$ cat src/dsos_defines.vh
// Purpose: constants of the drive status output selector
// Assumes: included by bare name from dsos_status_select.v
// Notes: register offsets are word indices on the plain register port
`ifndef DSOS_DEFINES_VH
`define DSOS_DEFINES_VH

// ====================================================================
// register offsets
`define DSOS_ADDR_W 8
`define DSOS_DATA_W 16
`define DSOS_OFS_SEL_BASE 8'h00
`define DSOS_OFS_THERM_MODE 8'h10
`define DSOS_OFS_FDT_LEVEL 8'h11
`define DSOS_OFS_FDT_HYST 8'h12
`define DSOS_OFS_FAR_HYST 8'h13
`define DSOS_OFS_RUN_PRESET 8'h14
`define DSOS_OFS_START_PRESET 8'h15
`define DSOS_OFS_STATUS 8'h16

// ====================================================================
// reset values
`define DSOS_RST_SEL 8'h00
`define DSOS_RST_THERM_MODE 2'h0
`define DSOS_RST_FDT_LEVEL 16'h0258
`define DSOS_RST_FDT_HYST 16'h0000
`define DSOS_RST_FAR_HYST 16'h0019
`define DSOS_RST_PRESET 16'hFFFF

// ====================================================================
// status register field positions
`define DSOS_ST_FAULT 0
`define DSOS_ST_OFF 1
`define DSOS_ST_TRIP 2
`define DSOS_ST_CUTOFF 3
`define DSOS_ST_FAR 4
`define DSOS_ST_FDT 5
`define DSOS_ST_SERVICE 6
`define DSOS_ST_THERM_TRIP 7

// ====================================================================
// thermistor modes and measurement limits
`define DSOS_THERM_TRIP_MODE 2'h1
`define DSOS_THERM_WARN_MODE 2'h2
`define DSOS_WIRE_BREAK_UA 16'h07D0

// ====================================================================
// selector codes
`define DSOS_SEL_RUN_ACC 8'h37
`define DSOS_SEL_THERM 8'h38
`define DSOS_SEL_WIRE 8'h3B
`define DSOS_SEL_SERVICE 8'h54
`define DSOS_SEL_SPEED_REACHED_AND_DETECTED 8'h57
`define DSOS_SEL_EMERG 8'h5F
`define DSOS_SEL_MINOR 8'h62
`define DSOS_SEL_ANY 8'h63
`define DSOS_SEL_EN_FAULT 8'h65
`define DSOS_SEL_EN_OFF 8'h66
`define DSOS_SEL_TMR_CANCEL 8'hBE
`define DSOS_SEL_TMR_A 8'hBF
`define DSOS_SEL_TMR_B 8'hC0
`define DSOS_SEL_TMR_C 8'hC1
`define DSOS_SEL_TMR_D 8'hC2
`define DSOS_SEL_LOOP2 8'hC8
`define DSOS_SEL_LA_ALM 8'hC9
`define DSOS_SEL_LA_FB 8'hCA
`define DSOS_SEL_LB_ALM 8'hCB
`define DSOS_SEL_LB_FB 8'hCC
`define DSOS_SEL_X1_SEL 8'hD3
`define DSOS_SEL_X1_DUTY 8'hD4
`define DSOS_SEL_X1_RUN 8'hD5
`define DSOS_SEL_X1_ALM 8'hD6
`define DSOS_SEL_X1_FB 8'hD7
`define DSOS_SEL_X2_SEL 8'hDD
`define DSOS_SEL_X2_DUTY 8'hDE
`define DSOS_SEL_X2_RUN 8'hDF
`define DSOS_SEL_X2_ALM 8'hE0
`define DSOS_SEL_X2_FB 8'hE1
`define DSOS_SEL_X3_SEL 8'hE7
`define DSOS_SEL_X3_DUTY 8'hE8
`define DSOS_SEL_X3_RUN 8'hE9
`define DSOS_SEL_X3_ALM 8'hEA
`define DSOS_SEL_X3_FB 8'hEB

// ====================================================================
// timing
`define DSOS_CLK_HZ 20000000
`define DSOS_MISMATCH_MS 50
`define DSOS_MISMATCH_CYC (`DSOS_MISMATCH_MS * (`DSOS_CLK_HZ / 1000))

`endif

$ cat src/dsos_status_select.v
// Purpose: drive status flags routed to output terminals by selector code
// Assumes: status inputs come from drive logic on ref_clk_i; the safety
//   enable and mains-present pins are asynchronous
// Notes: resetn_i is the full drive restart
// Operation
// - selector 55: run-accepted flag once ready to run after run command
// - selector 56, thermistor mode 2: overheat sets flag, no trip
// - selector 59: wire-break flag when current input below 2 mA
// - selector 84: service due when run time or start count exceeds preset
// - selector 87: arrival AND detected
// - selector 95: emergency-run flag in fire mode
// - selector 98: minor-fault flag on light alarm
// - selector 99: any-fault flag in alarm mode
// - selector 101: enable-path-fault flag on enable monitor error
// - selector 102: with power, both enables off gives off flag, fault only if tripped, shutdown
// - power and both enables on: flags off unless tripped; exactly one on: fault, shutdown
// - mismatch trip only after enables disagree longer than 50 ms
// - mismatch trip latched until full restart
// - selectors 190-194 timer flags, all off if timers disabled or invalid
// - selector 200: second PID loop selected
// - selectors 201-204: loop alarms and feedback errors
// - selectors 211/221/231: external loop selected
// - selectors 212/222/232: external loop duty output
// - selectors 213/223/233: external loop running
// - 214/224/234 alarm while selected; 215/225/235 feedback error
// - detected flag: set above level, clear below level minus hysteresis
// - arrival forced off when run off or reference zero
`timescale 1ns/100ps
`include "dsos_defines.vh"

module dsos_status_select #(
  parameter NUM_TERM = 5,
  parameter MISMATCH_CYC = `DSOS_MISMATCH_CYC
) (
  input wire ref_clk_i,
  input wire resetn_i,
  input wire [`DSOS_ADDR_W-1:0] reg_addr_i,
  input wire [`DSOS_DATA_W-1:0] reg_wdata_i,
  input wire reg_wr_i,
  input wire reg_rd_i,
  output reg [`DSOS_DATA_W-1:0] reg_rdata_o,
  input wire main_power_i,
  input wire safety_enable_a_i,
  input wire safety_enable_b_i,
  input wire run_cmd_i,
  input wire ready_to_run_i,
  input wire motor_overheat_i,
  input wire [15:0] current_input_ua_i,
  input wire [15:0] run_time_i,
  input wire [15:0] start_count_i,
  input wire [15:0] out_freq_i,
  input wire [15:0] ref_freq_i,
  input wire fire_mode_i,
  input wire light_alarm_i,
  input wire alarm_mode_i,
  input wire timer_op_ok_i,
  input wire timer_cancel_i,
  input wire [3:0] timer_active_i,
  input wire second_loop_selected_i,
  input wire [1:0] loop_alarm_i,
  input wire [1:0] loop_feedback_err_i,
  input wire [2:0] ext_loop_selected_i,
  input wire [2:0] ext_loop_duty_out_i,
  input wire [2:0] ext_loop_running_i,
  input wire [2:0] ext_loop_alarm_i,
  input wire [2:0] ext_loop_feedback_err_i,
  output reg [NUM_TERM-1:0] term_o,
  output reg torque_cutoff_o,
  output reg thermistor_trip_o,
  output reg enable_mismatch_trip_o
);

  // ==================================================================
  // pin synchronisers: three stages, change taken when stages 2 and 3 agree
  reg [2:0] pin_s1_q;
  reg [2:0] pin_s2_q;
  reg [2:0] pin_s3_q;
  reg [2:0] pin_q;
  wire [2:0] pin_raw;
  wire pw_ok;
  wire en_a;
  wire en_b;

  assign pin_raw = {main_power_i, safety_enable_b_i, safety_enable_a_i};

  always @(posedge ref_clk_i or negedge resetn_i) begin
    if (!resetn_i) begin
      pin_s1_q <= 3'h0;
      pin_s2_q <= 3'h0;
      pin_s3_q <= 3'h0;
      pin_q <= 3'h0;
    end else begin
      pin_s1_q <= pin_raw;
      pin_s2_q <= pin_s1_q;
      pin_s3_q <= pin_s2_q;
      pin_q <= (pin_s2_q & pin_s3_q) | (pin_q & (pin_s2_q ^ pin_s3_q));
    end
  end

  assign en_a = pin_q[0];
  assign en_b = pin_q[1];
  assign pw_ok = pin_q[2];

  // ==================================================================
  // configuration registers
  reg [7:0] sel_q [0:NUM_TERM-1];
  reg [1:0] therm_mode_q;
  reg [15:0] fdt_level_q;
  reg [15:0] fdt_hyst_q;
  reg [15:0] far_hyst_q;
  reg [15:0] run_preset_q;
  reg [15:0] start_preset_q;

  always @(posedge ref_clk_i or negedge resetn_i) begin
    if (!resetn_i) begin
      therm_mode_q <= `DSOS_RST_THERM_MODE;
      fdt_level_q <= `DSOS_RST_FDT_LEVEL;
      fdt_hyst_q <= `DSOS_RST_FDT_HYST;
      far_hyst_q <= `DSOS_RST_FAR_HYST;
      run_preset_q <= `DSOS_RST_PRESET;
      start_preset_q <= `DSOS_RST_PRESET;
    end else if (reg_wr_i) begin
      case (reg_addr_i)
        `DSOS_OFS_THERM_MODE: therm_mode_q <= reg_wdata_i[1:0];
        `DSOS_OFS_FDT_LEVEL: fdt_level_q <= reg_wdata_i;
        `DSOS_OFS_FDT_HYST: fdt_hyst_q <= reg_wdata_i;
        `DSOS_OFS_FAR_HYST: far_hyst_q <= reg_wdata_i;
        `DSOS_OFS_RUN_PRESET: run_preset_q <= reg_wdata_i;
        `DSOS_OFS_START_PRESET: start_preset_q <= reg_wdata_i;
        default: ;
      endcase
    end
  end

  // ==================================================================
  // safety enable monitor
  reg [19:0] mis_cnt_q;
  reg trip_q;
  wire mismatch;
  wire en_fault;
  wire en_off;

  assign mismatch = en_a ^ en_b;
  assign en_fault = pw_ok & (mismatch | trip_q);
  assign en_off = pw_ok & ~en_a & ~en_b;

  // the count restarts on any agreement, so only an unbroken mismatch trips
  always @(posedge ref_clk_i or negedge resetn_i) begin
    if (!resetn_i) begin
      mis_cnt_q <= 20'h00000;
      trip_q <= 1'b0;
    end else begin
      if (!mismatch || !pw_ok)
        mis_cnt_q <= 20'h00000;
      else if (mis_cnt_q != MISMATCH_CYC[19:0])
        mis_cnt_q <= mis_cnt_q + 20'h00001;
      if (pw_ok && mismatch && mis_cnt_q == MISMATCH_CYC[19:0])
        trip_q <= 1'b1;
      // no clear path: only resetn_i (full restart) drops the trip
    end
  end

  // ==================================================================
  // frequency detection and arrival
  reg fdt_q;
  wire [16:0] fdt_low;
  wire [15:0] freq_diff;
  wire freq_arrival;

  assign fdt_low = {1'b0, fdt_level_q} - {1'b0, fdt_hyst_q};

  always @(posedge ref_clk_i or negedge resetn_i) begin
    if (!resetn_i) begin
      fdt_q <= 1'b0;
    end else if (out_freq_i > fdt_level_q) begin
      fdt_q <= 1'b1;
    end else if (!fdt_low[16] && out_freq_i < fdt_low[15:0]) begin
      fdt_q <= 1'b0;
    end
  end

  assign freq_diff = (out_freq_i > ref_freq_i) ? (out_freq_i - ref_freq_i)
                                               : (ref_freq_i - out_freq_i);
  assign freq_arrival = run_cmd_i & (ref_freq_i != 16'h0000) & (freq_diff <= far_hyst_q);

  // ==================================================================
  // derived flags
  wire therm_flag;
  wire wire_break;
  wire service_due;
  wire speed_reached_and_detected;
  wire tmr_ok;
  wire cutoff;

  assign therm_flag = motor_overheat_i & (therm_mode_q == `DSOS_THERM_WARN_MODE);
  assign wire_break = current_input_ua_i < `DSOS_WIRE_BREAK_UA;
  assign service_due = (run_time_i > run_preset_q) | (start_count_i > start_preset_q);
  assign speed_reached_and_detected = freq_arrival & fdt_q;
  assign tmr_ok = timer_op_ok_i;
  assign cutoff = ~pw_ok | ~en_a | ~en_b | trip_q;

  // ==================================================================
  // terminal selectors
  genvar gi;
  generate
    for (gi = 0; gi < NUM_TERM; gi = gi + 1) begin : g_term
      reg flag;

      always @(posedge ref_clk_i or negedge resetn_i) begin
        if (!resetn_i)
          sel_q[gi] <= `DSOS_RST_SEL;
        else if (reg_wr_i && reg_addr_i == `DSOS_OFS_SEL_BASE + gi)
          sel_q[gi] <= reg_wdata_i[7:0];
      end

      always @* begin
        case (sel_q[gi])
          `DSOS_SEL_RUN_ACC: flag = run_cmd_i & ready_to_run_i;
          `DSOS_SEL_THERM: flag = therm_flag;
          `DSOS_SEL_WIRE: flag = wire_break;
          `DSOS_SEL_SERVICE: flag = service_due;
          `DSOS_SEL_SPEED_REACHED_AND_DETECTED: flag = speed_reached_and_detected;
          `DSOS_SEL_EMERG: flag = fire_mode_i;
          `DSOS_SEL_MINOR: flag = light_alarm_i;
          `DSOS_SEL_ANY: flag = alarm_mode_i;
          `DSOS_SEL_EN_FAULT: flag = en_fault;
          `DSOS_SEL_EN_OFF: flag = en_off;
          `DSOS_SEL_TMR_CANCEL: flag = tmr_ok & timer_cancel_i;
          `DSOS_SEL_TMR_A: flag = tmr_ok & timer_active_i[0];
          `DSOS_SEL_TMR_B: flag = tmr_ok & timer_active_i[1];
          `DSOS_SEL_TMR_C: flag = tmr_ok & timer_active_i[2];
          `DSOS_SEL_TMR_D: flag = tmr_ok & timer_active_i[3];
          `DSOS_SEL_LOOP2: flag = second_loop_selected_i;
          `DSOS_SEL_LA_ALM: flag = loop_alarm_i[0];
          `DSOS_SEL_LA_FB: flag = loop_feedback_err_i[0];
          `DSOS_SEL_LB_ALM: flag = loop_alarm_i[1];
          `DSOS_SEL_LB_FB: flag = loop_feedback_err_i[1];
          `DSOS_SEL_X1_SEL: flag = ext_loop_selected_i[0];
          `DSOS_SEL_X2_SEL: flag = ext_loop_selected_i[1];
          `DSOS_SEL_X3_SEL: flag = ext_loop_selected_i[2];
          `DSOS_SEL_X1_DUTY: flag = ext_loop_duty_out_i[0];
          `DSOS_SEL_X2_DUTY: flag = ext_loop_duty_out_i[1];
          `DSOS_SEL_X3_DUTY: flag = ext_loop_duty_out_i[2];
          `DSOS_SEL_X1_RUN: flag = ext_loop_running_i[0];
          `DSOS_SEL_X2_RUN: flag = ext_loop_running_i[1];
          `DSOS_SEL_X3_RUN: flag = ext_loop_running_i[2];
          `DSOS_SEL_X1_ALM: flag = ext_loop_alarm_i[0] & ext_loop_selected_i[0];
          `DSOS_SEL_X2_ALM: flag = ext_loop_alarm_i[1] & ext_loop_selected_i[1];
          `DSOS_SEL_X3_ALM: flag = ext_loop_alarm_i[2] & ext_loop_selected_i[2];
          `DSOS_SEL_X1_FB: flag = ext_loop_feedback_err_i[0] & ext_loop_selected_i[0];
          `DSOS_SEL_X2_FB: flag = ext_loop_feedback_err_i[1] & ext_loop_selected_i[1];
          `DSOS_SEL_X3_FB: flag = ext_loop_feedback_err_i[2] & ext_loop_selected_i[2];
          default: flag = 1'b0;
        endcase
      end

      // positive logic here; safety wiring inverts at the terminal driver
      always @(posedge ref_clk_i or negedge resetn_i) begin
        if (!resetn_i)
          term_o[gi] <= 1'b0;
        else
          term_o[gi] <= flag;
      end
    end
  endgenerate

  // ==================================================================
  // drive outputs and register read
  reg [`DSOS_DATA_W-1:0] status;

  always @* begin
    status = {`DSOS_DATA_W{1'b0}};
    status[`DSOS_ST_FAULT] = en_fault;
    status[`DSOS_ST_OFF] = en_off;
    status[`DSOS_ST_TRIP] = trip_q;
    status[`DSOS_ST_CUTOFF] = cutoff;
    status[`DSOS_ST_FAR] = freq_arrival;
    status[`DSOS_ST_FDT] = fdt_q;
    status[`DSOS_ST_SERVICE] = service_due;
    status[`DSOS_ST_THERM_TRIP] = thermistor_trip_o;
  end

  always @(posedge ref_clk_i or negedge resetn_i) begin
    if (!resetn_i) begin
      torque_cutoff_o <= 1'b1;
      thermistor_trip_o <= 1'b0;
      enable_mismatch_trip_o <= 1'b0;
      reg_rdata_o <= {`DSOS_DATA_W{1'b0}};
    end else begin
      torque_cutoff_o <= cutoff;
      // mode 2 only warns, so the trip state follows mode 1 alone
      thermistor_trip_o <= motor_overheat_i &
                           (therm_mode_q == `DSOS_THERM_TRIP_MODE);
      enable_mismatch_trip_o <= trip_q;
      reg_rdata_o <= {`DSOS_DATA_W{1'b0}};
      if (reg_rd_i) begin
        if (reg_addr_i < NUM_TERM)
          reg_rdata_o <= {8'h00, sel_q[reg_addr_i[2:0]]};
        else begin
          case (reg_addr_i)
            `DSOS_OFS_THERM_MODE: reg_rdata_o <= {14'h0000, therm_mode_q};
            `DSOS_OFS_FDT_LEVEL: reg_rdata_o <= fdt_level_q;
            `DSOS_OFS_FDT_HYST: reg_rdata_o <= fdt_hyst_q;
            `DSOS_OFS_FAR_HYST: reg_rdata_o <= far_hyst_q;
            `DSOS_OFS_RUN_PRESET: reg_rdata_o <= run_preset_q;
            `DSOS_OFS_START_PRESET: reg_rdata_o <= start_preset_q;
            `DSOS_OFS_STATUS: reg_rdata_o <= status;
            default: reg_rdata_o <= {`DSOS_DATA_W{1'b0}};
          endcase
        end
      end
    end
  end

endmodule // dsos_status_select

$ cat config.mk
export PLATFORM = sky130hd
export DESIGN_NAME = dsos_status_select
export DESIGN_NICKNAME = d
export VERILOG_FILES = /design/src/dsos_status_select.v
export VERILOG_INCLUDE_DIRS = /design/src /design/src/src
export SDC_FILE = /design/constraint.sdc
export NUM_CORES = 1
export LEC_CHECK = 0
export ABC_AREA = 1
export ABC_CLOCK_PERIOD_IN_PS = 3300
export BUFFER_PORTS_ARGS = -buffer_cell sky130_fd_sc_hd__buf_2
export CAP_MARGIN = 20
export CELL_PAD_IN_SITES_DETAIL_PLACEMENT = 0
export CELL_PAD_IN_SITES_GLOBAL_PLACEMENT = 1
export CORE_UTILIZATION = 43
export CTS_BUF_LIST = sky130_fd_sc_hd__clkbuf_16
export CTS_CLUSTER_SIZE = 20
export DETAILED_ROUTE_END_ITERATION = 10
export GPL_ROUTABILITY_DRIVEN = 0
export PLACE_DENSITY_LB_ADDON = 0.1
export SLEW_MARGIN = 20
export SYNTH_ARGS = -nofsm -noshare
export SYNTH_HDL_FRONTEND = slang
export SYNTH_SLANG_ARGS = --single-unit
$ cat constraint.sdc
create_clock -name ref_clk_i -period 3.3 [get_ports ref_clk_i]
set_input_delay 0.165 -clock ref_clk_i [delete_from_list [all_inputs] [get_ports ref_clk_i]]
set_output_delay 0.165 -clock ref_clk_i [all_outputs]
set_load 0.03 [all_outputs]
After elaboration in Yosys (flattened, before gate mapping). Cells that the tools add are included.

Register bits: 180. Input port bits: 143. Word-level logic and storage cells: 302.

Add/subtract/negate cells: 4. Magnitude comparators: 9. Equality and inequality tests: 190. Muxes and demuxes: 16. Bitwise gates (word level): 34. Reduce and logical (&&, ||, !) cells: 22.

Operators by type and width (count): equality test 8 bit (second input constant) (125); equality test 8 x 7 -> 1 bit (second input constant) (35); one-hot mux 1 bit (35 select lines) (5); equality test 8 x 6 -> 1 bit (second input constant) (15); one-hot mux 16 bit (7 select lines) (1); > comparator 16 bit (4); equality test 8 x 5 -> 1 bit (second input constant) (7); two-way mux 16 bit (3); two-way mux 20 bit (2); subtractor 16 bit (2); binary-select mux 8 bit (select 3 bit) (1); adder 20 x 1 -> 20 bit (second input constant) (1); AND 1 bit (20); equality test 20 bit (second input constant) (1); != test 20 bit (second input constant) (1); subtractor 16 x 16 -> 17 bit (1); equality test 8 x 2 -> 1 bit (second input constant) (2); less-or-equal comparator 16 bit (1); less-than comparator 16 x 11 -> 1 bit (second input constant) (1); less-than comparator 16 bit (1); two-way mux 8 bit (2); nonzero test 16 bit (1); AND reduction 2 bit (6); equality test 8 x 1 -> 1 bit (second input constant) (1); 18 further kinds (36).

Depth between registers and ports, before layout. Gate-level depths: netlist of run 1.

Word-level depth: 7. Gate-level depth with buffers: 31. Gate-level depth less buffers: 29.

Least setup slack after synthesis of run 1. Ideal clock, no wire load.

Path kind: input -> register. From: in out_freq_i[0]. To: reg reg_rdata_o[4]. Setup time: 0.113 ns. Data arrival time: 2.776 ns. Required time: 3.187 ns. Slack: 0.411 ns. Stages: 25. Path buffers: 1. Cells stage by stage: inv_1 > ha_1 > inv_1 > fa_1 > nand2_1 > nand2_2 > nand2_1 > nand2_1 > nand2_1 > o211ai_2 > nand2_4 > buf_4 > nand2_1 > nand2_1 > inv_1 > ha_1 > nand2_1 > nor4_1 > nand2_1 > nand2_1 > nand2_1 > nand3_1 > nand3_1 > nand2_1 > inv_1.

Longest elaborated chain between the ends: 7. Elaborated cells between the ends (all ways): 9. Those cells by class: add/sub: 2; order compare: 2; mux: 4; bitwise: 1.

Ends and longest elaborated chain: start: declaration (line dsos_status_select.v:51) `input wire [15:0] out_freq_i,`; subtractor 16 bit, or another cell as far along (line dsos_status_select.v:183) `: (ref_freq_i - out_freq_i);`; two-way mux 16 bit (*) (line dsos_status_select.v:182) `assign freq_diff = (out_freq_i > ref_freq_i) ? (out_freq_i - ref_freq_i)`; less-or-equal comparator 16 bit (*) (line dsos_status_select.v:184) `assign freq_arrival = run_cmd_i & (ref_freq_i != 16'h0000) & (freq_diff <= far_hyst_q);`; AND 1 bit (*) (line dsos_status_select.v:184); one-hot mux 16 bit (7 select lines) (*) (line dsos_status_select.v:300) `case (reg_addr_i)`; two-way mux 16 bit (*) (line dsos_status_select.v:297) `if (reg_addr_i < NUM_TERM)`; two-way mux 16 bit (*) (line dsos_status_select.v:296) `if (reg_rd_i) begin`; end signal: assignment (line dsos_status_select.v:298) `reg_rdata_o <= {8'h00, sel_q[reg_addr_i[2:0]]};`; end signal: assignment (line dsos_status_select.v:301) `` `DSOS_OFS_THERM_MODE: reg_rdata_o <= {14'h0000, therm_mode_q}; ``; end signal: assignment (line dsos_status_select.v:302) `` `DSOS_OFS_FDT_LEVEL: reg_rdata_o <= fdt_level_q; ``; end: declaration (line dsos_status_select.v:41) `` output reg [`DSOS_DATA_W-1:0] reg_rdata_o, ``.

Every way passes the cells marked *; elsewhere a longest branch is shown, timed or not. A chain may end at the register's enable or synchronous reset.

Worst setup path after layout of run 1.
From: reg fdt_level_q[0]. To: reg fdt_q.

Longest elaborated chain between the ends: 4. Elaborated cells between the ends (all ways): 7. Those cells by class: add/sub: 1; order compare: 2; mux: 1; reduce/logical: 3.

Ends and longest elaborated chain: start: declaration (line dsos_status_select.v:108) `reg [15:0] fdt_level_q;`; start signal: assignment (line dsos_status_select.v:117) `` fdt_level_q <= `DSOS_RST_FDT_LEVEL; ``; start signal: assignment (line dsos_status_select.v:125) `` `DSOS_OFS_FDT_LEVEL: fdt_level_q <= reg_wdata_i; ``; subtractor 16 x 16 -> 17 bit (line dsos_status_select.v:170) `assign fdt_low = {1'b0, fdt_level_q} - {1'b0, fdt_hyst_q};`; less-than comparator 16 bit or zero test 1 bit (tied branches) (line dsos_status_select.v:177) `end else if (!fdt_low[16] && out_freq_i < fdt_low[15:0]) begin`; logical AND 1 bit (line dsos_status_select.v:177); nonzero test 2 bit (no source line); end signal: assignment (line dsos_status_select.v:174) `fdt_q <= 1'b0;`; end signal: assignment (line dsos_status_select.v:176) `fdt_q <= 1'b1;`; end signal: assignment (line dsos_status_select.v:178) `fdt_q <= 1'b0;`; end: declaration (line dsos_status_select.v:165) `reg fdt_q;`.

Several ways; a longest one is shown, not always the timed one.

==> results.cfg, run 1 <==
[outcome]
outcome = finished, final reports clean

[sta]
hold_viol_final = 0
setup_viol = 0
relSlewSlack_pct = 18.9
fin_crit_ns = 3.08
grt_setup_unrepaired = no
worst_pin_slew_ns = 1.21
final-max-slew-violation-count = 0
max_freq_mhz = 325
min_period_over_period_pct = 93.4
tns_ns = 0
fin_worst_skew_ns = 0.0175

[routing]
vias = 15383
vias_per_cell = 5.43
wl_um = 50700
dr.pass1.iters = 6
drc = 0
avgRoutedWirePerCell_um = 17.9
drtIter0Drc = 1353
antenna_left = 0

[logic_synthesis]
synth_top_area_share_pct = 23.7
synth_largest_area_cell = dfrtp_1
ys_seq_area_share_pct = 30.8
synth_nets = 2447
netlist_top_cells_area = dfrtp_1 (24%), nand2_1 (13%), ha_1 (11%)
yosys_most_used_dff = dfrtp_1
synthCells = 2170
async_flop_share_pct = 100
synth_edf_count = 0
synth_area_per_cell_um2 = 6.81
yosysUniqueCellTypes = 50
yosysWarnings = 0
netlist_area_um2 = 14800
ys_ff_latch = 180

[die]
core_area_um2 = 33700
start_util_pct = 43.8
dieArea_um2 = 35100
die_w_um = 187
rows = 67
die_h_um = 187
io_pins = 167

[final_layout]
design_area_um2 = 17000
areaGrowthSynthToFinish_pct = 15.1
seq_area_um2 = 4550
final_common_cell = nand2_1
fin_nets = 2648
fillers = 3525
instances_no_fill = 2834
final_cell_mix = nand2_1 (523), inv_1 (322), nor2_1 (199), nand3_1 (194), o21ai_0 (165)
post_route_cells_drive_above_1_share_pct = 13.5
multi_input_area_um2 = 8780
postLayoutCoreUtil_pct = 50.4

[clocking]
cts_buffer_depth = 2
numCtsBuffers = 17
clk_latency_ns = 0.46
cts-root-buf = clkbuf_16
postCtsSetupRepairBufs = 0
htree_levels = 4
path_clk_slew_ns = 0.08
cts_tree = done
clock-sinks = 180

[setup_path]
r2r-start = fdt_level_q[0]
cp.arrival_ns = 3.47
required_ns = 3.69
end_kind = flop
startpoint = fdt_level_q[0]
start_kind = flop
critPathKind = flop to flop
critical_path.max_fanout = 3

[grt]
grt_pass1_wl_um = 78500
grt_max_degree = 98
grt_pass1_vias = 14186
overflow = 0
antenna_found_initial = 4
grtUsageTotal_pct = 28.8

[power_and_ir_drop]
powerDensity_nw_per_um2 = 365
leakage_uw = 0.00854
max-vdd-ir-drop_v = 0.000401

[placed_design]
dp_hpwl_um = 39800
placedCellCount = 2795
numPortBuffers = 162
place_area_um2 = 16400

[worst_hold_path]
hold_class = input port to flop
min_from = reg_rd_i

[flow_run]
drv_cap = 0
metrics by stage:
| step | power (µW) | hold WS [ns] | worst slack (ns) |
|---|---|---|---|
| floorplan | 3520 | -0.131 | 0.411 |
| global placement | 4140 | 0.272 | -0.230 |
| detailed placement | 4170 | 0.276 | -0.243 |
| CTS | 6230 | 0.00757 | 0.225 |
| global route | 6570 | 0.0217 | 0.00724 |
| finish | 6210 | 0.0292 | 0.219 |
worst max-delay path, stage by stage, from the launching register on:
cell and delay (ns):
dfrtp_1 0.42, inv_1 0.13, ha_1 0.15, inv_1 0.05, fa_1 0.40, nand3_1 0.11
nand2_1 0.08, nand2_1 0.09, nand3_1 0.15, a21oi_1 0.25, o21bai_1 0.12, xnor2_1 0.14
ha_1 0.28, nand3_1 0.09, nor3_1 0.20, o21ai_0 0.13, nand3_1 0.09, nand2_1 0.05
nand2_1 0.07
per-layer routing:
layer | wire (µm) | GRT usage, % | share of wire, %
met5 | 18 | 0 | 0.035
met1 | 24000 | 42.0 | 47
met4 | 1280 | 8.35 | 2.5
met3 | 4300 | 6.34 | 8.5
met2 | 21100 | 42.5 | 42
repair_timing:
action,CTS,global route
gates resized for setup,0,2
hold endpoints to repair,80,0
setup endpoints to repair,0,7
hold buffers,5,0
sequential cells by signal, indices dropped and copies added (netlist names):
name / flops
fdt_hyst_q: 16
pin_q: 3
fdt_level_q: 16
sel_q: 40
run_preset_q: 16
pin_s2_q: 3
start_preset_q: 16
pin_s3_q: 3
fdt_q: 1
mis_cnt_q: 20
therm_mode_q: 2
thermistor_trip_o: 1
far_hyst_q: 16
term_o: 5
reg_rdata_o: 16
pin_s1_q: 3
trip_q: 1
enable_mismatch_trip_o: 1
torque_cutoff_o: 1
synthesized netlist by cell type (9+ instances only):
library cell and number:
o22ai_1 34, a21oi_1 109, nand3b_1 11, nor3_1 44
o21ai_0 167, dfstp_2 40, nand3_1 194, o21ai_1 25
nand2_1 523, a211oi_1 11, nand4_1 51, inv_1 322
ha_1 131, inv_2 9, xor2_1 33, buf_2 16
nor2_1 199, dfrtp_1 140, clkbuf_1 16, a21o_1 9
kinds of logic (layout without fill, tap and decap cells):
family	after synthesis	count (layout)	synth area share, %
AOI/OAI and AO/OA	388	388	14.4
xor gates and xnor gates	39	39	2.31
adders and majority gates	134	134	11.5
buffers and inverters	370	584	9.78
DFF	180	180	30.8
other	0	2	0
and+or+nand+nor	1059	1059	31.2
where the power goes:
group          switching [µW]  leakage, µW  internal, µW
sequential                110      0.00232          2310
combinational            1090      0.00594           640
clock                    1050     0.000281          1010
total                    2250      0.00854          3960
path summary, 6_finish.rpt:
path / cells past startpoint / slack [ns] / to
max in group asynchronous: 3 / 2.01 / torque_cutoff_o
worst min-delay path: 3 / 0.03 / reg_rdata_o[1]
min in group asynchronous: 2 / 0.36 / fdt_q
worst max register to register: 18 / 0.22 / fdt_q
worst min register to register: 0 / 0.35 / pin_s2_q[1]
worst max-delay path: 18 / 0.22 / fdt_q
area by class of cell:
cell class	instances	share of cell area (%)
Clock buffer	17	2.50
Inverter	332	7.34
Tap cell	448	3.30
Clock inverter	15	0.927
Antenna cell	2	0.0294
Timing Repair Buffer	220	7.46
Sequential cell	180	26.8
Multi-Input combinational cell	1620	51.7
Note: power is estimated with default switching activity, not from simulation.
==> run 2: changes to the inputs <==
--- a/config.mk
+++ b/config.mk
@@ -12,11 +12,13 @@
 export CAP_MARGIN = 20
 export CELL_PAD_IN_SITES_DETAIL_PLACEMENT = 0
 export CELL_PAD_IN_SITES_GLOBAL_PLACEMENT = 1
+export CORE_MARGIN = 3
 export CORE_UTILIZATION = 43
 export CTS_BUF_LIST = sky130_fd_sc_hd__clkbuf_16
 export CTS_CLUSTER_SIZE = 20
 export DETAILED_ROUTE_END_ITERATION = 10
 export GPL_ROUTABILITY_DRIVEN = 0
+export MAX_ROUTING_LAYER = met4
 export PLACE_DENSITY_LB_ADDON = 0.1
 export SLEW_MARGIN = 20
 export SYNTH_ARGS = -nofsm -noshare
==> run 2 against run 1 <==
  * Highest routed layer is now met4
  * Sequential power hardly changed
  * Critical path depth is 7 higher
  * First-iteration DRC count stayed put
  * Largest power group unchanged
  * Maximum frequency is 2.1% higher
==> results.cfg, run 2 (same netlist as run 1, synthesis figures left out) <==
[die]
start_util_pct = 43.8
core_area_um2 = 33700
die_h_um = 191
rows = 67
dieArea_um2 = 36600
die_w_um = 191
io_pins = 167

[setup_path]
start_kind = input port
critical_path.max_fanout = 11
r2r_cells = 20
critPathKind = input port to flop
end_kind = flop
required_ns = 3.62
startpoint = out_freq_i[0]
r2r-end = fdt_q
r2r-start = fdt_level_q[0]
cp.arrival_ns = 3.34
rrSetupSlack_ns = 0.30

[final_layout]
regMostFlops = sel_q
final_cell_mix = nand2_1 (523), inv_1 (324), nor2_1 (199), nand3_1 (194), o21ai_0 (166)
reg_top3 = sel_q x40, mis_cnt_q x20
post_route_cells_drive_above_1_share_pct = 13.5
fin_nets = 2649
largest_reg_flops = 40
areaGrowthSynthToFinish_pct = 15.2
final_common_cell = nand2_1

[worst_hold_path]
hold_class = input port to flop
holdPathEnd = run_preset_q[11]
min_from = reg_wdata_i[11]
hold_path_depth = 3

[clocking]
htree_levels = 4
clock-sinks = 180
postCtsSetupRepairBufs = 0
cts_buffer_depth = 2
cts-root-buf = clkbuf_16
clk_latency_ns = 0.46
path_clk_slew_ns = 0.07
numCtsBuffers = 17
cts_tree = done

[power_and_ir_drop]
powerDensity_nw_per_um2 = 369
total_power_uw = 6290
max-vdd-ir-drop_v = 0.000394
leakage_uw = 0.00856

[sta]
max_freq_mhz = 331
fin_crit_ns = 3.02
hold_viol_final = 0
min_period_over_period_pct = 91.5
grt_setup_unrepaired = no
worst_pin_slew_ns = 1.12
relSlewSlack_pct = 24.9
final-max-slew-violation-count = 0
setup_viol = 0
holdWs_ns = 0.0401
fin_worst_skew_ns = 0.0240

[routing]
wl_met1_um = 24700
wl_met2_um = 21600
wl_met3_um = 3550
dr.pass1.iters = 5
wl_um = 51200
avgRoutedWirePerCell_um = 18.1
vias_per_cell = 5.42
drtIter0Drc = 1353
highest_layer = met4
antenna_left = 0
vias = 15367
drc = 0

[grt]
antenna_found_initial = 2
overflow = 0
grt_pass1_wl_um = 79800
grtUsageTotal_pct = 28.8
grt_pass1_vias = 14669
grt_max_degree = 90

[outcome]
outcome = finished, final reports clean

[flow_run]
drv_cap = 0

[placed_design]
numPortBuffers = 162
dp_hpwl_um = 40100
## run 2: cell types whose count changed in the layout (fill, tap and decap cells not counted), moves of 2 or more
cell       delta
inv_6         +2
clkinv_8      -3
bufinv_16     +2
inv_1         +2
## run 2: metrics by stage
stage,area (µm²),worst slack (ns),cells,setup TNS [ns],util (%)
3_3_place_gp,16400,-0.236,2795,-1.27,48.5
4_1_cts,17000,0.181,2833,0,50.5
5_1_grt,17000,0.0131,2835,0,50.5
6_report,17000,0.281,2836,0,50.5
3_5_place_dp,16400,-0.294,2795,-1.64,48.5
2_1_floorplan,14800,0.411,2170,0,-
## run 2: power by group
part	internal, µW	switching (µW)
clock network	1140	987
registers	2310	111
logic	645	1090
total	4100	2190
## run 2: worst max path at each step
| stage | to | slack, ns | cells past startpoint |
|---|---|---|---|
| floorplan | reg_rdata_o[4] | 0.41 | 25 |
| global placement | term_o[0] | -0.24 | 26 |
| detailed placement | term_o[0] | -0.29 | 25 |
| CTS | term_o[4] | 0.18 | 25 |
| global route | fdt_q | 0.01 | 20 |
| finish | term_o[4] | 0.28 | 25 |
## run 2: layer usage
layer	global-route usage [%]	up-vias
li1	-	7590
met1	41.3	7106
met2	42.2	572
met3	4.14	99
met4	8.44	0
met5	-	-
## run 2: worst max-delay path, stage by stage
cell and delay, ns:
buf_2 0.11, inv_1 0.08, ha_1 0.18, inv_1 0.06, fa_1 0.39, nand2_1 0.10, nand2_2 0.06, nand2_1 0.07
nand2_1 0.09, nand2_1 0.08, o211ai_2 0.10, nand2_4 0.16, nand2_1 0.07, nand2_1 0.08, inv_1 0.05, ha_1 0.28
nand2_1 0.10, nor4_2 0.35, buf_4 0.17, nand2_1 0.05, nand2_1 0.05, nand2_1 0.15, buf_4 0.21, nand4_1 0.07
nand3_1 0.09
## run 2: cell type report
class,count,area (µm²)
fillers,3443,16700
clock inverters,15,166
inverters,332,1250
clock buffers,17,425
diodes,3,7.51
multi-input cells,1620,8790
repair buffers,221,1280
flip-flops and latches,180,4550
well taps,448,561
## run 2: repair_timing
action | 4_1_cts | 5_1_grt
gates resized for setup | 0 | 3
hold buffers | 6 | 0
hold endpoints to repair | 72 | 0
endpoints found under the setup margin | 0 | 6
==> run 3: changes to the inputs <==
--- a/config.mk
+++ b/config.mk
@@ -8,15 +8,15 @@
 export LEC_CHECK = 0
 export ABC_AREA = 1
 export ABC_CLOCK_PERIOD_IN_PS = 3300
-export BUFFER_PORTS_ARGS = -buffer_cell sky130_fd_sc_hd__buf_2
 export CAP_MARGIN = 20
 export CELL_PAD_IN_SITES_DETAIL_PLACEMENT = 0
 export CELL_PAD_IN_SITES_GLOBAL_PLACEMENT = 1
 export CORE_MARGIN = 3
-export CORE_UTILIZATION = 43
+export CORE_UTILIZATION = 47
 export CTS_BUF_LIST = sky130_fd_sc_hd__clkbuf_16
 export CTS_CLUSTER_SIZE = 20
 export DETAILED_ROUTE_END_ITERATION = 10
+export DONT_BUFFER_PORTS = 1
 export GPL_ROUTABILITY_DRIVEN = 0
 export MAX_ROUTING_LAYER = met4
 export PLACE_DENSITY_LB_ADDON = 0.1
==> run 3 against run 2 <==
  * The flow now finishes with violations (negative hold slack)
  * Clock power shrank 5%
  * Combinational power decreased by 13%
  * Clock skew decreased by 0.013 ns
  * Critical path depth decreased by 7
  * Sequential cell count stayed put
  * Wire length is 4.9% lower
  * Total power decreased by 5.0%
  * Maximum frequency shrank 0.80%
==> results.cfg, run 3 (same netlist as run 1, synthesis figures left out) <==
[setup_path]
critical_path.top_delay_family = adder cells
cp.buffers_inverters = 3
critPathKind = flop to flop
cpPeakStageDelay_ns = 0.40
critical_path.max_fanout = 3
crit_chain = inv_1, ha_1, inv_1, fa_1, nand3_1, nand2_1, nand2_1, nand3_1, a21oi_1, o21bai_1, xnor2_1, ha_1, nand3_1, inv_1, a21oi_1, nand3_1, nand2_1, nand2_1
start_kind = flop
end_kind = flop
r2r-start = fdt_level_q[0]
cp.arrival_ns = 3.37
cp_slowest_cell = dfrtp_1
startpoint = fdt_level_q[0]
required_ns = 3.62

[final_layout]
post_route_cells_drive_above_1_share_pct = 5.68
postLayoutCoreUtil_pct = 51.9
areaGrowthSynthToFinish_pct = 7.98
fin_nets = 2463
regMostFlops = sel_q
multi_input_area_um2 = 8780
fillers = 3212
final_common_cell = nand2_1
num_antenna_cells = 0
final_cell_mix = nand2_1 (523), inv_1 (323), nor2_1 (199), nand3_1 (194), o21ai_0 (166)
reg_top3 = sel_q x40, mis_cnt_q x20
largest_reg_flops = 40
seq_area_um2 = 4550

[sta]
grt_setup_unrepaired = no
tns_ns = 0
fin_worst_skew_ns = 0.0111
hold_viol_final = 180
setup_viol = 0
fin_crit_ns = 3.04
relSlewSlack_pct = 16.8
max_freq_mhz = 329
worst_pin_slew_ns = 1.24
final-max-slew-violation-count = 0
holdWs_ns = -0.584
min_period_over_period_pct = 92.2

[die]
rows = 64
dieArea_um2 = 33600
core_area_um2 = 30700
die_h_um = 183
start_util_pct = 48.1
die_w_um = 183
io_pins = 167

[worst_hold_path]
hold_class = input port to asynchronous set/reset pin

[routing]
antenna_left = 0
drtIter0Drc = 1490
wl_um = 48700
drc = 0
avgRoutedWirePerCell_um = 18.8
vias = 14710
dr.pass1.iters = 6
vias_per_cell = 5.67

[clocking]
hold_buffers = 16
numCtsBuffers = 17
path_clk_slew_ns = 0.07
htree_levels = 4
cts-root-buf = clkbuf_16
clock-sinks = 180
clk_latency_ns = 0.44
cts_tree = done
cts_buffer_depth = 2
postCtsSetupRepairBufs = 0

[placed_design]
numPortBuffers = 0
dp_hpwl_um = 37800

[power_and_ir_drop]
p_switching_uw = 2040
powerDensity_nw_per_um2 = 375
p_comb_share_pct = 25.4
leakage_uw = 0.00775
clockPowerShare_pct = 34.0
p_sw_share_pct = 34.1
share_seq_of_total_power_pct = 40.5
internal-power_uw = 3940
max-vdd-ir-drop_v = 0.000303

[grt]
grtUsageTotal_pct = 29.5
grt_max_degree = 181
overflow = 0
grt_pass1_wl_um = 75300
grt_pass1_vias = 13662
antenna_found_initial = 0

[flow_run]
drv_cap = 0

[outcome]
failed_checks = negative hold slack
outcome = complete, but fails checks
==> run 3: changes by cell type in the layout (fill, tap and decap cells not counted), sizes merged <==
cell	change
clkinv	+5
bufinv	-1
inv	-3
buf	-195
diode	-3
clkbuf	-1
clkinvlp	-1
dlygate4sd3	+10
==> run 3: final cells by class <==
| cell class | instances | share of cell area (%) |
|---|---|---|
| multi-input combinational | 1620 | 55.0 |
| sequential | 180 | 28.5 |
| inverter | 332 | 7.83 |
| tap | 396 | 3.11 |
| clock buffer | 17 | 2.67 |
| timing repair buffer | 35 | 1.90 |
| clock inverter | 15 | 0.918 |
==> run 3: worst paths after layout <==
check	end	slack [ns]	depth (start not counted)
worst min register to register	pin_s2_q[2]	0.35	0
worst max register to register	fdt_q	0.26	18
min in group ref_clk_i	term_o[0]	0.02	4
max in group asynchronous	fdt_level_q[9]	3.45	0
worst max-delay path	fdt_q	0.26	18
worst min-delay path	term_o[3]	-0.58	0
==> run 3: power by group through the flow <==
stage	Sequential [µW]	Combinational, µW	Clock, µW
after global placement	2460	1450	0
after global routing	2430	1730	2150
final	2420	1520	2030
after detailed placement	2460	1470	0
after floorplan	2420	1100	0
after CTS	2420	1500	2070
==> run 3: per-stage QoR <==
| step | setup WS [ns] | std cells | instance area, µm² | power [µW] |
|---|---|---|---|---|
| 3_5_place_dp | 0.00244 | 2547 | 15200 | 3930 |
| 3_3_place_gp | 0.0614 | 2547 | 15200 | 3900 |
| 5_1_grt | 0.0158 | 2595 | 16000 | 6320 |
| 6_report | 0.257 | 2595 | 16000 | 5970 |
| 4_1_cts | 0.310 | 2595 | 15900 | 5990 |
| 2_1_floorplan | 0.411 | 2170 | 14800 | 3520 |
==> run 3: layer usage <==
metal  GRT usage [%]  vias to the layer above  part of all wire, %
li1                -                     7187                    -
met1            43.4                     6797                   48
met2            41.3                      617                   41
met3            5.51                      109                  8.2
met4            8.50                        0                  2.8
met5               -                        -                    0
==> run 3: what timing repair did <==
item                                    4_1_cts  5_1_grt
endpoints found under the setup margin        0        1
gates resized for setup                       0        1
endpoints found under the hold margin       218      180
